$ cat src/verilog/fcpa_pkg.sv
// Constants shared by the fault classifier and priority arbiter.
`default_nettype none
package fcpa_pkg;

	// ------------------------------------------------------------
	// Register offsets.
	// ------------------------------------------------------------
	localparam logic [11:0] OFS_CONFIG = 12'h000;
	localparam logic [11:0] OFS_MASKS = 12'h004;
	localparam logic [11:0] OFS_FSTAT = 12'h008;
	localparam logic [11:0] OFS_HCSR = 12'h00C;
	localparam logic [11:0] OFS_STATE = 12'h010;
	localparam logic [11:0] OFS_EXSTATE = 12'h014;
	localparam logic [11:0] OFS_PRIO_BASE = 12'h020;
	localparam logic [11:0] OFS_PRIO_LAST = 12'h040;

	// ------------------------------------------------------------
	// Field positions and reset values.
	// ------------------------------------------------------------
	localparam int CFG_MISALIGN_BIT = 0;
	localparam int CFG_ZDIV_BIT = 1;
	localparam int CFG_DEMOTE_BIT = 2;
	localparam int CFG_GROUP_LSB = 8;
	localparam int MSK_GLOBAL_BIT = 0;
	localparam int MSK_FAULT_BIT = 1;
	localparam int MSK_BASE_LSB = 8;
	localparam int PRIO_NS_BIT = 8;
	localparam int HCSR_PEND_LSB = 4;
	localparam int HCSR_ACT_LSB = 8;
	localparam int ST_NUM_LSB = 9;
	localparam int ST_VALID_BIT = 18;
	localparam int ST_TAKE_BIT = 19;
	localparam int ST_HSEC_BIT = 20;
	localparam int EX_ACT_LSB = 16;
	localparam logic [31:0] CONFIG_RST = 32'h0000_0000;
	localparam logic [31:0] MASKS_RST = 32'h0000_0000;
	localparam logic [7:0] PRIO_RST = 8'h00;

	// ------------------------------------------------------------
	// Fault status flag layout.
	// ------------------------------------------------------------
	localparam int NFLAG = 18;
	localparam int FL_BUS_LSB = 0;
	localparam int FL_USE_LSB = 4;
	localparam int FL_SEC_LSB = 11;
	localparam int FL_BADSTATE = 5;
	localparam int FL_MISALIGN = 9;
	localparam int FL_ZDIV = 10;

	// ------------------------------------------------------------
	// Exception slots, numbers and priority keys.
	// ------------------------------------------------------------
	localparam int NSLOT = 9;
	localparam int NIRQ = 4;
	localparam int SL_HARD = 0;
	localparam int SL_MEM = 1;
	localparam int SL_BUS = 2;
	localparam int SL_USE = 3;
	localparam int SL_SEC = 4;
	localparam int SL_IRQ = 5;
	localparam logic [8:0] EXC_HARD = 9'h003;
	localparam logic [8:0] EXC_IRQ_BASE = 9'h010;
	localparam logic [7:0] IMPL_MASK_MAIN = 8'hF0;
	localparam logic [7:0] IMPL_MASK_BASE = 8'hC0;
	localparam logic [7:0] GROUP_MASK_BASE = 8'hFE;
	localparam logic [8:0] KEY_FAULT_PRIORITY_MASK = 9'h000;
	localparam logic [8:0] KEY_HARD = 9'h000;
	localparam logic [8:0] KEY_GLOBAL_PRIORITY_MASK = 9'h001;
	localparam logic [8:0] KEY_IDLE = 9'h101;
	localparam logic [1:0] RESP_OKAY = 2'b00;
	localparam logic [1:0] RESP_SLVERR = 2'b10;

	// Exception number held by a slot.
	function automatic logic [8:0] slot_num(input int i);
		if (i < SL_IRQ) begin
			return EXC_HARD + 9'(i);
		end
		return EXC_IRQ_BASE + 9'(i - SL_IRQ);
	endfunction

endpackage

`default_nettype wire

$ cat src/verilog/fcpa_top.sv
// Fault classifier, exception state tracker and priority arbiter with an AXI4-Lite slave.
// Operation
// - Bus faults number 5 with four flags.
// - Usage faults number 6 with seven flags.
// - Misaligned and divide traps need enables.
// - Security faults number 7 with own flags.
// - No main: fault handler bits read zero.
// - No main: only hard fault is taken.
// - No main: security faults become secure hard.
// - Synchronous exceptions never active and pending.
// - Smaller priority value is more urgent.
// - Execution priority from actives, then masks.
// - Idle thread runs at least urgent level.
// - Preempt only on strictly smaller group.
// - Grouping field splits group and subpriority.
// - Unimplemented low priority bits read zero.
// - No main: fixed split, bits 5:0 zero.
// - Pick smallest group, subpriority, then number.
// - Secure wins a full tie.
// - Demotion halves non-secure group, adds 0x80.
`timescale 1ns/10ps
`default_nettype none

module fcpa_top #(
	parameter bit MAIN_EXT = 1'b1,
	parameter bit SEC_EXT = 1'b1
) (
	// Clock and reset.
	input wire logic SYS_CLK,
	input wire logic RESET_N,
	// AXI4-Lite slave.
	input wire logic [11:0] S_AXI_AWADDR,
	input wire logic S_AXI_AWVALID,
	output logic S_AXI_AWREADY,
	input wire logic [31:0] S_AXI_WDATA,
	input wire logic [3:0] S_AXI_WSTRB,
	input wire logic S_AXI_WVALID,
	output logic S_AXI_WREADY,
	output logic [1:0] S_AXI_BRESP,
	output logic S_AXI_BVALID,
	input wire logic S_AXI_BREADY,
	input wire logic [11:0] S_AXI_ARADDR,
	input wire logic S_AXI_ARVALID,
	output logic S_AXI_ARREADY,
	output logic [31:0] S_AXI_RDATA,
	output logic [1:0] S_AXI_RRESP,
	output logic S_AXI_RVALID,
	input wire logic S_AXI_RREADY,
	// Fault causes and interrupt requests from the core.
	input wire logic [17:0] FAULT_CAUSE,
	input wire logic INSTR_ISSUE,
	input wire logic INSTRUCTION_SET_STATE_BIT,
	input wire logic [3:0] IRQ_REQ,
	// Exception entry and return.
	output logic TAKE_REQ,
	output logic [3:0] TAKE_SLOT,
	output logic [8:0] TAKE_NUM,
	output logic TAKE_SECURE,
	input wire logic ENTRY_ACK,
	input wire logic RETURN_REQ,
	input wire logic [3:0] RETURN_SLOT,
	output logic [8:0] EXEC_PRIO
);

	// ------------------------------------------------------------
	// State.
	// ------------------------------------------------------------
	logic [31:0] config_r;
	logic [31:0] masks_r;
	logic [3:0] hcsr_en_r;
	logic [fcpa_pkg::NFLAG-1:0] flag_r, flag_nxt;
	logic [7:0] prio_r [fcpa_pkg::NSLOT];
	logic [fcpa_pkg::NSLOT-1:0] ns_r;
	logic [fcpa_pkg::NSLOT-1:0] pend_r, pend_nxt;
	logic [fcpa_pkg::NSLOT-1:0] act_r, act_nxt;
	logic hsec_r;
	logic bvalid_r, rvalid_r;
	logic [1:0] bresp_r, rresp_r;
	logic [31:0] rdata_r;
	logic take_req_r, take_sec_r;
	logic [3:0] take_slot_r;
	logic [8:0] take_num_r, exec_r;

	// ------------------------------------------------------------
	// Helpers.
	// ------------------------------------------------------------
	function automatic logic [31:0] merge(input logic [31:0] old, input logic [31:0] nw,
		input logic [3:0] strb);
		logic [31:0] r;
		r = old;
		for (int b = 0; b < 4; b++) begin
			if (strb[b]) begin
				r[8*b +: 8] = nw[8*b +: 8];
			end
		end
		return r;
	endfunction

	// Group bits kept for a grouping value; without main the split is fixed.
	function automatic logic [7:0] grp_mask(input logic [2:0] sel);
		return MAIN_EXT ? (fcpa_pkg::GROUP_MASK_BASE << sel) : fcpa_pkg::GROUP_MASK_BASE;
	endfunction

	// Biased group key: value plus one, so the fixed hard fault sits at zero.
	function automatic logic [8:0] grp_key(input logic [7:0] pri, input logic dem);
		logic [8:0] g;
		g = {1'b0, pri & grp_mask(config_r[fcpa_pkg::CFG_GROUP_LSB +: 3])};
		if (dem) begin
			g = {2'b01, g[7:1]};
		end
		return g + 9'h001;
	endfunction

	// ------------------------------------------------------------
	// Decoding.
	// ------------------------------------------------------------
	wire wr_fire = S_AXI_AWVALID & S_AXI_WVALID & ~bvalid_r;
	wire rd_fire = S_AXI_ARVALID & ~rvalid_r;
	wire [11:0] waddr = S_AXI_AWADDR;
	wire [11:0] raddr = S_AXI_ARADDR;
	wire wr_cfg = wr_fire & (waddr == fcpa_pkg::OFS_CONFIG);
	wire wr_msk = wr_fire & (waddr == fcpa_pkg::OFS_MASKS);
	wire wr_fst = wr_fire & (waddr == fcpa_pkg::OFS_FSTAT);
	wire wr_hcs = wr_fire & (waddr == fcpa_pkg::OFS_HCSR);
	wire wr_pri = wr_fire & (waddr >= fcpa_pkg::OFS_PRIO_BASE) &
		(waddr <= fcpa_pkg::OFS_PRIO_LAST) & (waddr[1:0] == 2'b00);
	wire [3:0] wr_idx = 4'((waddr - fcpa_pkg::OFS_PRIO_BASE) >> 2);
	wire wr_ok = wr_cfg | wr_msk | wr_fst | wr_hcs | wr_pri | (waddr == fcpa_pkg::OFS_STATE) |
		(waddr == fcpa_pkg::OFS_EXSTATE);
	wire [31:0] wdata_m = merge(32'h0000_0000, S_AXI_WDATA, S_AXI_WSTRB);
	wire dem_on = MAIN_EXT & SEC_EXT & config_r[fcpa_pkg::CFG_DEMOTE_BIT];
	wire [7:0] impl_mask = MAIN_EXT ? fcpa_pkg::IMPL_MASK_MAIN : fcpa_pkg::IMPL_MASK_BASE;

	// ------------------------------------------------------------
	// Fault classification.
	// ------------------------------------------------------------
	logic [fcpa_pkg::NFLAG-1:0] cause;
	always_comb begin
		cause = FAULT_CAUSE;
		cause[fcpa_pkg::FL_BADSTATE] = FAULT_CAUSE[fcpa_pkg::FL_BADSTATE] |
			(INSTR_ISSUE & ~INSTRUCTION_SET_STATE_BIT);
		cause[fcpa_pkg::FL_MISALIGN] = FAULT_CAUSE[fcpa_pkg::FL_MISALIGN] &
			config_r[fcpa_pkg::CFG_MISALIGN_BIT];
		cause[fcpa_pkg::FL_ZDIV] = FAULT_CAUSE[fcpa_pkg::FL_ZDIV] &
			config_r[fcpa_pkg::CFG_ZDIV_BIT];
		if (!SEC_EXT) begin
			cause[fcpa_pkg::FL_SEC_LSB +: 7] = 7'h00;
		end
	end

	wire raise_bus = |cause[fcpa_pkg::FL_BUS_LSB +: 4];
	wire raise_use = |cause[fcpa_pkg::FL_USE_LSB +: 7];
	wire raise_sec = |cause[fcpa_pkg::FL_SEC_LSB +: 7];
	// A fault goes to its own handler only when enabled and not already active;
	// otherwise it escalates, so a synchronous slot is never both states.
	// A slot entered in this cycle already counts as active, so a cause in the
	// same cycle escalates instead of pending it again.
	wire take = ENTRY_ACK & take_req_r;
	wire [fcpa_pkg::NSLOT-1:0] entering = {{(fcpa_pkg::NSLOT-1){1'b0}}, take} << take_slot_r;
	wire [fcpa_pkg::NSLOT-1:0] busy = act_r | entering;
	wire to_bus = MAIN_EXT & raise_bus & hcsr_en_r[1] & ~busy[fcpa_pkg::SL_BUS];
	wire to_use = MAIN_EXT & raise_use & hcsr_en_r[2] & ~busy[fcpa_pkg::SL_USE];
	wire to_sec = MAIN_EXT & raise_sec & hcsr_en_r[3] & ~busy[fcpa_pkg::SL_SEC];
	wire to_hard = (raise_bus & ~to_bus) | (raise_use & ~to_use) | (raise_sec & ~to_sec);
	wire hard_sec = ~MAIN_EXT & raise_sec;
	wire [fcpa_pkg::NFLAG-1:0] flag_clr = wr_fst ? wdata_m[fcpa_pkg::NFLAG-1:0] :
		'0;

	// Set wins over a clear in the same cycle.
	always_comb begin
		flag_nxt = (flag_r & ~flag_clr) | (MAIN_EXT ? cause : '0);
	end

	// ------------------------------------------------------------
	// Exception states.
	// ------------------------------------------------------------
	always_comb begin
		pend_nxt = pend_r;
		act_nxt = act_r;
		if (take) begin
			pend_nxt[take_slot_r] = 1'b0;
			act_nxt[take_slot_r] = 1'b1;
		end
		if (RETURN_REQ && RETURN_SLOT < 4'(fcpa_pkg::NSLOT)) begin
			act_nxt[RETURN_SLOT] = 1'b0;
		end
		// Interrupts are asynchronous and may pend while active.
		pend_nxt[fcpa_pkg::SL_IRQ +: fcpa_pkg::NIRQ] = pend_nxt[fcpa_pkg::SL_IRQ +:
			fcpa_pkg::NIRQ] | IRQ_REQ;
		if (to_hard && !busy[fcpa_pkg::SL_HARD]) begin
			pend_nxt[fcpa_pkg::SL_HARD] = 1'b1;
		end
		if (to_bus) begin
			pend_nxt[fcpa_pkg::SL_BUS] = 1'b1;
		end
		if (to_use) begin
			pend_nxt[fcpa_pkg::SL_USE] = 1'b1;
		end
		if (to_sec) begin
			pend_nxt[fcpa_pkg::SL_SEC] = 1'b1;
		end
	end

	// ------------------------------------------------------------
	// Priority keys, execution priority and arbitration.
	// ------------------------------------------------------------
	logic [8:0] gkey [fcpa_pkg::NSLOT];
	logic [7:0] skey [fcpa_pkg::NSLOT];
	always_comb begin
		for (int i = 0; i < fcpa_pkg::NSLOT; i++) begin
			gkey[i] = grp_key(prio_r[i], dem_on & ns_r[i]);
			skey[i] = (dem_on & ns_r[i]) ? 8'h00 :
				(prio_r[i] & ~grp_mask(config_r[fcpa_pkg::CFG_GROUP_LSB +: 3]));
		end
		gkey[fcpa_pkg::SL_HARD] = fcpa_pkg::KEY_HARD;
		skey[fcpa_pkg::SL_HARD] = 8'h00;
	end

	logic [8:0] act_min, exec_c, best_g;
	logic [7:0] best_s;
	logic [3:0] best_i;
	logic best_v, best_ns;
	wire [8:0] base_key = grp_key(masks_r[fcpa_pkg::MSK_BASE_LSB +: 8] & impl_mask, 1'b0);
	always_comb begin
		act_min = fcpa_pkg::KEY_IDLE;
		for (int i = 0; i < fcpa_pkg::NSLOT; i++) begin
			if (act_r[i] && gkey[i] < act_min) begin
				act_min = gkey[i];
			end
		end
		exec_c = act_min;
		if (MAIN_EXT && masks_r[fcpa_pkg::MSK_BASE_LSB +: 8] != 8'h00 && base_key < exec_c) begin
			exec_c = base_key;
		end
		if (masks_r[fcpa_pkg::MSK_GLOBAL_BIT] && fcpa_pkg::KEY_GLOBAL_PRIORITY_MASK < exec_c) begin
			exec_c = fcpa_pkg::KEY_GLOBAL_PRIORITY_MASK;
		end
		if (MAIN_EXT && masks_r[fcpa_pkg::MSK_FAULT_BIT]) begin
			exec_c = fcpa_pkg::KEY_FAULT_PRIORITY_MASK;
		end
	end

	// Slots are scanned in ascending exception number, so only a strictly
	// better key replaces the holder; a secure slot beats a non-secure one only when keys and exception number are equal.
	always_comb begin
		best_v = 1'b0;
		best_g = fcpa_pkg::KEY_IDLE;
		best_s = 8'hFF;
		best_i = 4'h0;
		best_ns = 1'b1;
		for (int i = 0; i < fcpa_pkg::NSLOT; i++) begin
			if (pend_r[i] && (!best_v || gkey[i] < best_g || (gkey[i] == best_g &&
				(skey[i] < best_s || (skey[i] == best_s && fcpa_pkg::slot_num(i) ==
				fcpa_pkg::slot_num(int'(best_i)) && best_ns && !ns_r[i]))))) begin
				best_v = 1'b1;
				best_g = gkey[i];
				best_s = skey[i];
				best_i = 4'(i);
				best_ns = ns_r[i];
			end
		end
	end
	wire take_c = best_v & (best_g < exec_c);

	// ------------------------------------------------------------
	// Register reads.
	// ------------------------------------------------------------
	wire [3:0] rd_idx = 4'((raddr - fcpa_pkg::OFS_PRIO_BASE) >> 2);
	wire rd_pri = (raddr >= fcpa_pkg::OFS_PRIO_BASE) & (raddr <= fcpa_pkg::OFS_PRIO_LAST) &
		(raddr[1:0] == 2'b00);
	wire [3:0] sys_pend = pend_r[fcpa_pkg::SL_MEM +: 4];
	wire [3:0] sys_act = act_r[fcpa_pkg::SL_MEM +: 4];
	wire [31:0] hcsr_rd = MAIN_EXT ? {20'h0_0000, sys_act, sys_pend, hcsr_en_r} :
		32'h0000_0000;
	wire [31:0] state_rd = {11'h000, hsec_r, take_req_r, best_v, fcpa_pkg::slot_num(int'(best_i)),
		exec_r};
	wire [31:0] exst_rd = {7'h00, act_r, 7'h00, pend_r};
	wire [31:0] prio_rd = rd_pri ? {23'h00_0000, ns_r[rd_idx], prio_r[rd_idx]} : 32'h0000_0000;
	wire rd_ok = rd_pri | (raddr == fcpa_pkg::OFS_CONFIG) | (raddr == fcpa_pkg::OFS_MASKS) |
		(raddr == fcpa_pkg::OFS_FSTAT) | (raddr == fcpa_pkg::OFS_HCSR) |
		(raddr == fcpa_pkg::OFS_STATE) | (raddr == fcpa_pkg::OFS_EXSTATE);
	wire [31:0] rd_val = (raddr == fcpa_pkg::OFS_CONFIG) ? config_r :
		(raddr == fcpa_pkg::OFS_MASKS) ? masks_r :
		(raddr == fcpa_pkg::OFS_FSTAT) ? {14'h0000, flag_r} :
		(raddr == fcpa_pkg::OFS_HCSR) ? hcsr_rd :
		(raddr == fcpa_pkg::OFS_STATE) ? state_rd :
		(raddr == fcpa_pkg::OFS_EXSTATE) ? exst_rd : prio_rd;

	// ------------------------------------------------------------
	// Registers.
	// ------------------------------------------------------------
	always_ff @(posedge SYS_CLK or negedge RESET_N) begin
		if (!RESET_N) begin
			config_r <= fcpa_pkg::CONFIG_RST;
			masks_r <= fcpa_pkg::MASKS_RST;
			hcsr_en_r <= 4'h0;
		end else begin
			if (wr_cfg) begin
				config_r <= merge(config_r, S_AXI_WDATA, S_AXI_WSTRB) & 32'h0000_0707;
			end
			if (wr_msk) begin
				masks_r <= merge(masks_r, S_AXI_WDATA, S_AXI_WSTRB) &
					{16'h0000, impl_mask, 8'h03};
			end
			if (wr_hcs && MAIN_EXT) begin
				hcsr_en_r <= wdata_m[3:0] | (hcsr_en_r & ~{4{S_AXI_WSTRB[0]}});
			end
		end
	end

	always_ff @(posedge SYS_CLK or negedge RESET_N) begin
		if (!RESET_N) begin
			for (int i = 0; i < fcpa_pkg::NSLOT; i++) begin
				prio_r[i] <= fcpa_pkg::PRIO_RST;
			end
			ns_r <= '0;
		end else if (wr_pri && wr_idx != 4'(fcpa_pkg::SL_HARD) && S_AXI_WSTRB[0]) begin
			prio_r[wr_idx] <= S_AXI_WDATA[7:0] & impl_mask;
			if (S_AXI_WSTRB[1]) begin
				ns_r[wr_idx] <= SEC_EXT & (wr_idx != 4'(fcpa_pkg::SL_SEC)) &
					S_AXI_WDATA[fcpa_pkg::PRIO_NS_BIT];
			end
		end
	end

	always_ff @(posedge SYS_CLK or negedge RESET_N) begin
		if (!RESET_N) begin
			flag_r <= '0;
			pend_r <= '0;
			act_r <= '0;
			hsec_r <= 1'b0;
		end else begin
			flag_r <= flag_nxt;
			pend_r <= pend_nxt;
			act_r <= act_nxt;
			if (hard_sec) begin
				hsec_r <= 1'b1;
			end else if (take && take_slot_r == 4'(fcpa_pkg::SL_HARD)) begin
				hsec_r <= 1'b0;
			end
		end
	end

	always_ff @(posedge SYS_CLK or negedge RESET_N) begin
		if (!RESET_N) begin
			take_req_r <= 1'b0;
			take_slot_r <= 4'h0;
			take_num_r <= 9'h000;
			take_sec_r <= 1'b0;
			exec_r <= fcpa_pkg::KEY_IDLE;
		end else begin
			take_req_r <= take_c & ~take & ~(to_hard | to_bus | to_use | to_sec);
			take_slot_r <= best_i;
			take_num_r <= fcpa_pkg::slot_num(int'(best_i));
			take_sec_r <= ~best_ns | ((best_i == 4'(fcpa_pkg::SL_HARD)) & (hsec_r | hard_sec));
			exec_r <= exec_c;
		end
	end

	always_ff @(posedge SYS_CLK or negedge RESET_N) begin
		if (!RESET_N) begin
			bvalid_r <= 1'b0;
			bresp_r <= fcpa_pkg::RESP_OKAY;
			rvalid_r <= 1'b0;
			rresp_r <= fcpa_pkg::RESP_OKAY;
			rdata_r <= 32'h0000_0000;
		end else begin
			if (wr_fire) begin
				bvalid_r <= 1'b1;
				bresp_r <= wr_ok ? fcpa_pkg::RESP_OKAY : fcpa_pkg::RESP_SLVERR;
			end else if (S_AXI_BREADY) begin
				bvalid_r <= 1'b0;
			end
			if (rd_fire) begin
				rvalid_r <= 1'b1;
				rresp_r <= rd_ok ? fcpa_pkg::RESP_OKAY : fcpa_pkg::RESP_SLVERR;
				rdata_r <= rd_ok ? rd_val : 32'h0000_0000;
			end else if (S_AXI_RREADY) begin
				rvalid_r <= 1'b0;
			end
		end
	end

	// ------------------------------------------------------------
	// Outputs.
	// ------------------------------------------------------------
	assign S_AXI_AWREADY = wr_fire;
	assign S_AXI_WREADY = wr_fire;
	assign S_AXI_BVALID = bvalid_r;
	assign S_AXI_BRESP = bresp_r;
	assign S_AXI_ARREADY = rd_fire;
	assign S_AXI_RVALID = rvalid_r;
	assign S_AXI_RRESP = rresp_r;
	assign S_AXI_RDATA = rdata_r;
	assign TAKE_REQ = take_req_r;
	assign TAKE_SLOT = take_slot_r;
	assign TAKE_NUM = take_num_r;
	assign TAKE_SECURE = take_sec_r;
	assign EXEC_PRIO = exec_r;
endmodule

`default_nettype wire

$ cat config.mk
export PLATFORM = sky130hd
export DESIGN_NAME = fcpa_top
export DESIGN_NICKNAME = d
export VERILOG_FILES = /design/src/verilog/fcpa_pkg.sv /design/src/verilog/fcpa_top.sv
export SDC_FILE = /design/constraint.sdc
export NUM_CORES = 1
export LEC_CHECK = 0
export BUFFER_PORTS_ARGS = -buffer_cell sky130_fd_sc_hd__buf_2
export CORE_ASPECT_RATIO = 0.5
export CORE_UTILIZATION = 60
export DETAILED_ROUTE_END_ITERATION = 10
export GPL_ROUTABILITY_DRIVEN = 0
export PLACE_DENSITY = 0.83
export SYNTH_ARGS = -nofsm -noshare
export SYNTH_HDL_FRONTEND = slang
export SYNTH_SLANG_ARGS = --single-unit
$ cat constraint.sdc
create_clock -name SYS_CLK -period 17.7 [get_ports SYS_CLK]
set_clock_uncertainty 0.2 [all_clocks]
set_input_delay 4.425 -clock SYS_CLK [delete_from_list [all_inputs] [get_ports SYS_CLK]]
set_output_delay 4.425 -clock SYS_CLK [all_outputs]
set_load 0.005 [all_outputs]
==> summary.md <==
| Metric | Value |
|---|---|
| Hpwl dp | `about 31000 microns` |
| Slew Limit Fails | `0` |
| Die ar. | `21000 sq um` |
| WL per Instance | `21.9 microns` |
| Max Cap Violations | `0` |
| Wire length of the first global-routing pass | `61700 microns` |
| # fillers | `around 1600` |
| CP Class | `reg2reg` |
| Die H | `approximately 100 microns` |
| Startpoint Class | `flip-flop` |
| FFs w/ async S/R, synth | `100%` |
| DR DRC count | `0` |
| Final setup TNS | `0 ns` |
| Top FF cell, synth | `dfrtp_1` |
| Max incr delay on CP | `~0.62 ns` |
| Cell mode on critical path | `ha_1` |
| WP buf/inv | `4` |
| Root Buffer Master | `clkbuf_16` |
| Die W | `about 200 microns` |
| Via/cell ratio | `6.86` |
| Slowest cell on crit path | `dfrtp_2` |
| Starting DRT DRC Count | `2012` |
| Post-Route WL | `40000 microns` |
| Worst min path class | `reg2reg` |
| Vias | `12500` |
| Clock Path Buffers | `2` |
| Flop pwr share | `between 40 and 50%` |
| Slew margin rel. | `around a fifth` |
| Syn Area/Cell | `~8.5 sq um` |
| Cell Area, Synth | `12300 sq um` |
| Number of global-route vias before repair | `roughly 11000` |
| Diodes inserted | `0` |
| Worst-path clk slew | `roughly 0.07 ns` |
| Tot GR Track Use | `a little under two fifths` |
| EDFF count, synth | `0` |
| Final hold slack | `around 0.17 ns` |
| Least-Margin Pin Slew | `about 1.2 ns` |
| Critical path arrival | `between 15 and 20 ns` |
| GR peak layer | `met2` |
| Fmax | `59.9 MHz` |
| H-tree levels | `4` |
| CP Capture Type | `flip-flop` |
| # hold bufs at CTS | `0` |
| IO buf count | `between 100 and 150` |
| Switch share | `between 20% and 30%` |
| Share of layout cells above drive strength 1 | `a little under a fifth` |
| Register bit total from synthesis | `roughly 140` |
| Met3 Track Usage GR | `between 10 and 15%` |
| Pre-CTS setup slack | `between 1 and 1.5 ns` |
| Synth cell types | `~90` |
| Largest net degree at the start of global routing | `75` |
| Fin nets | `around 1800` |
| Initial antenna violation count | `0` |
| Internal power | `about 560 uW` |
| DP Area | `13000 sq um` |
| Comb pwr share | `under 10%` |
| Area Growth Syn to Fin | `10.8%` |
| Critical Path RT | `17.81 ns` |
| CP top delay family | `compound AO/OA/AOI/OAI gates` |
| Number of setup violations in the final report | `0` |
| Cell area after layout | `between 10000 and 15000 sq um` |
| Clock share of power | `between 40 and 50%` |
| Cts bufs inserted | `17` |
| Congestion Overflow GR | `0` |
| CP Max Fanout | `25` |
| Seq/Total Area, Yosys | `29.4%` |
| Pwr Density | `56.1 nW/um^2` |
| Number of top-level pins | `162` |
| Final worst-path cycle share | `between 90% and 100%` |
| Setup WS post-layout | `between 1 and 1.5 ns` |
| Unrepaired setup endpoints after global routing | `false` |
| Initial core utilization | `62.1%` |
| Clock sink total | `144` |
| Warning count from the yosys run | `0` |
| Leak | `0.00617 uW` |
| Met1 GRT Util | `~51%` |
| Pre-Repair DR Iteration Count | `7` |
| Switching power | `between 200 and 250 uW` |
| CTS tree | `done` |
| Status | `finished, final reports clean` |
| Post-route ant nets | `0` |
| Mapped Cells | `around 1500` |
| Clk_lat worst skew | `0.44 ns` |
| GRT met2 Usage | `~58%` |
| Fin crit period | `approximately 17 ns` |
| VDD IR max | `0.0000886 V` |
| # rows | `36` |
| Hold Violations, Final | `0` |
| CORE AREA | `just under 20000 sq um` |
[Yosys cell counts (30+ instances only)]
| master | count | area [sq um] |
|---|---|---|
| nand2_1 | 187 | 702 |
| inv_1 | 55 | 206 |
| nor2_1 | 97 | 364 |
| a21oi_1 | 79 | 395 |
| nand3_1 | 60 | 300 |
| ha_1 | 112 | 1400 |
| dfrtp_1 | 142 | 3550 |
| a21o_1 | 30 | 225 |
| clkbuf_1 | 52 | 195 |
| mux2_2 | 64 | 721 |
| and3_1 | 32 | 200 |
| o21ai_0 | 103 | 515 |
[layout make-up]
cell class	instances	area, sq um	area share, %
Clock inverter	13	124	0.912
Inverter	58	220	1.62
Tap cell	266	333	2.45
Sequential cell	144	3610	26.6
Timing Repair Buffer	143	752	5.54
Multi-Input combinational cell	1180	8090	59.6
Clock buffer	19	453	3.34
[placed cells by master, fill, tap and decap left out, drive strengths merged, types with 5 or more instances in the layout]
master	instances
mux2	67
clkbuf	19
nor2	99
a21boi	12
o211ai	17
nand2b	22
o21ai	111
mux2i	10
nor4	11
clkinv	5
a22o	15
o22a	5
a21o	30
dfrtp	142
or4	6
nor3	25
nor2b	14
a211oi	16
nor3b	9
conb	17
inv	62
and3	32
ha	112
or2	12
o21a	26
mux4	11
o31ai	8
buf	143
a21oi	80
nand3	60
a31oi	23
or3	11
a22oi	21
nand3b	6
nand2	188
and2	25
[registers in the layout, indices dropped and copies added (netlist names), 4 cells and up, named ones only]
| signal | flops |
|---|---|
| TAKE_SLOT | 4 |
| ns_r | 9 |
| S_AXI_RDATA | 25 |
| act_r | 9 |
| prio_r | 36 |
| config_r | 6 |
| pend_r | 9 |
| TAKE_NUM | 5 |
| EXEC_PRIO | 7 |
| masks_r | 6 |
| flag_r | 18 |
[through the flow]
step           total power, uW  utilization (%)  instances
3_3_place_gp               410             65.8       1789
5_1_grt                    782             68.8       1823
3_5_place_dp               412             65.8       1789
6_report                   761             68.8       1823
2_1_floorplan              381                -       1466
4_1_cts                    759             68.7       1821
[path summary, 6_finish.rpt]
check	from	to	slack, ns	cells past startpoint
setup / recovery	config_r[10]	TAKE_REQ	1.00	64
hold / removal	prio_r[71]	prio_r[71]	0.17	0
setup reg to reg	config_r[10]	TAKE_REQ	1.00	64
hold reg to reg	prio_r[71]	prio_r[71]	0.17	0
max in group asynchronous	RESET_N	config_r[10]	12.17	2
min in group asynchronous	RESET_N	TAKE_NUM[3]	3.76	1
[timing repair]
action | in CTS | in global routing
endpoints found under the hold margin | 0 | 0
setup buffers | 0 | 2
gates resized for setup | 0 | 4
endpoints found under the setup margin | 0 | 3
[power groups by stage]
| stage | clock network (uW) | registers (uW) | logic [uW] |
|---|---|---|---|
| 2_1_floorplan | 0 | 343 | 38.4 |
| 3_3_place_gp | 0 | 345 | 64.9 |
| 5_1_grt | 367 | 340 | 75.4 |
| 4_1_cts | 353 | 339 | 67.5 |
| 6_report | 352 | 339 | 69.6 |
| 3_5_place_dp | 0 | 345 | 66.9 |
[cells by family after synthesis]
kind of cell,synth area share [%]
buf+inv,5.20
simple gates,21.3
mux,8.99
fa+ha+maj,11.4
other cells,0.0306
compound gates,23.6
flops,29.4
[layer usage]
metal	up-vias	wire [microns]
met5	-	0
met4	0	1700
met3	188	5370
met2	954	16900
met1	5837	16100
li1	5535	-
Note: power is estimated with default switching activity, not from simulation.
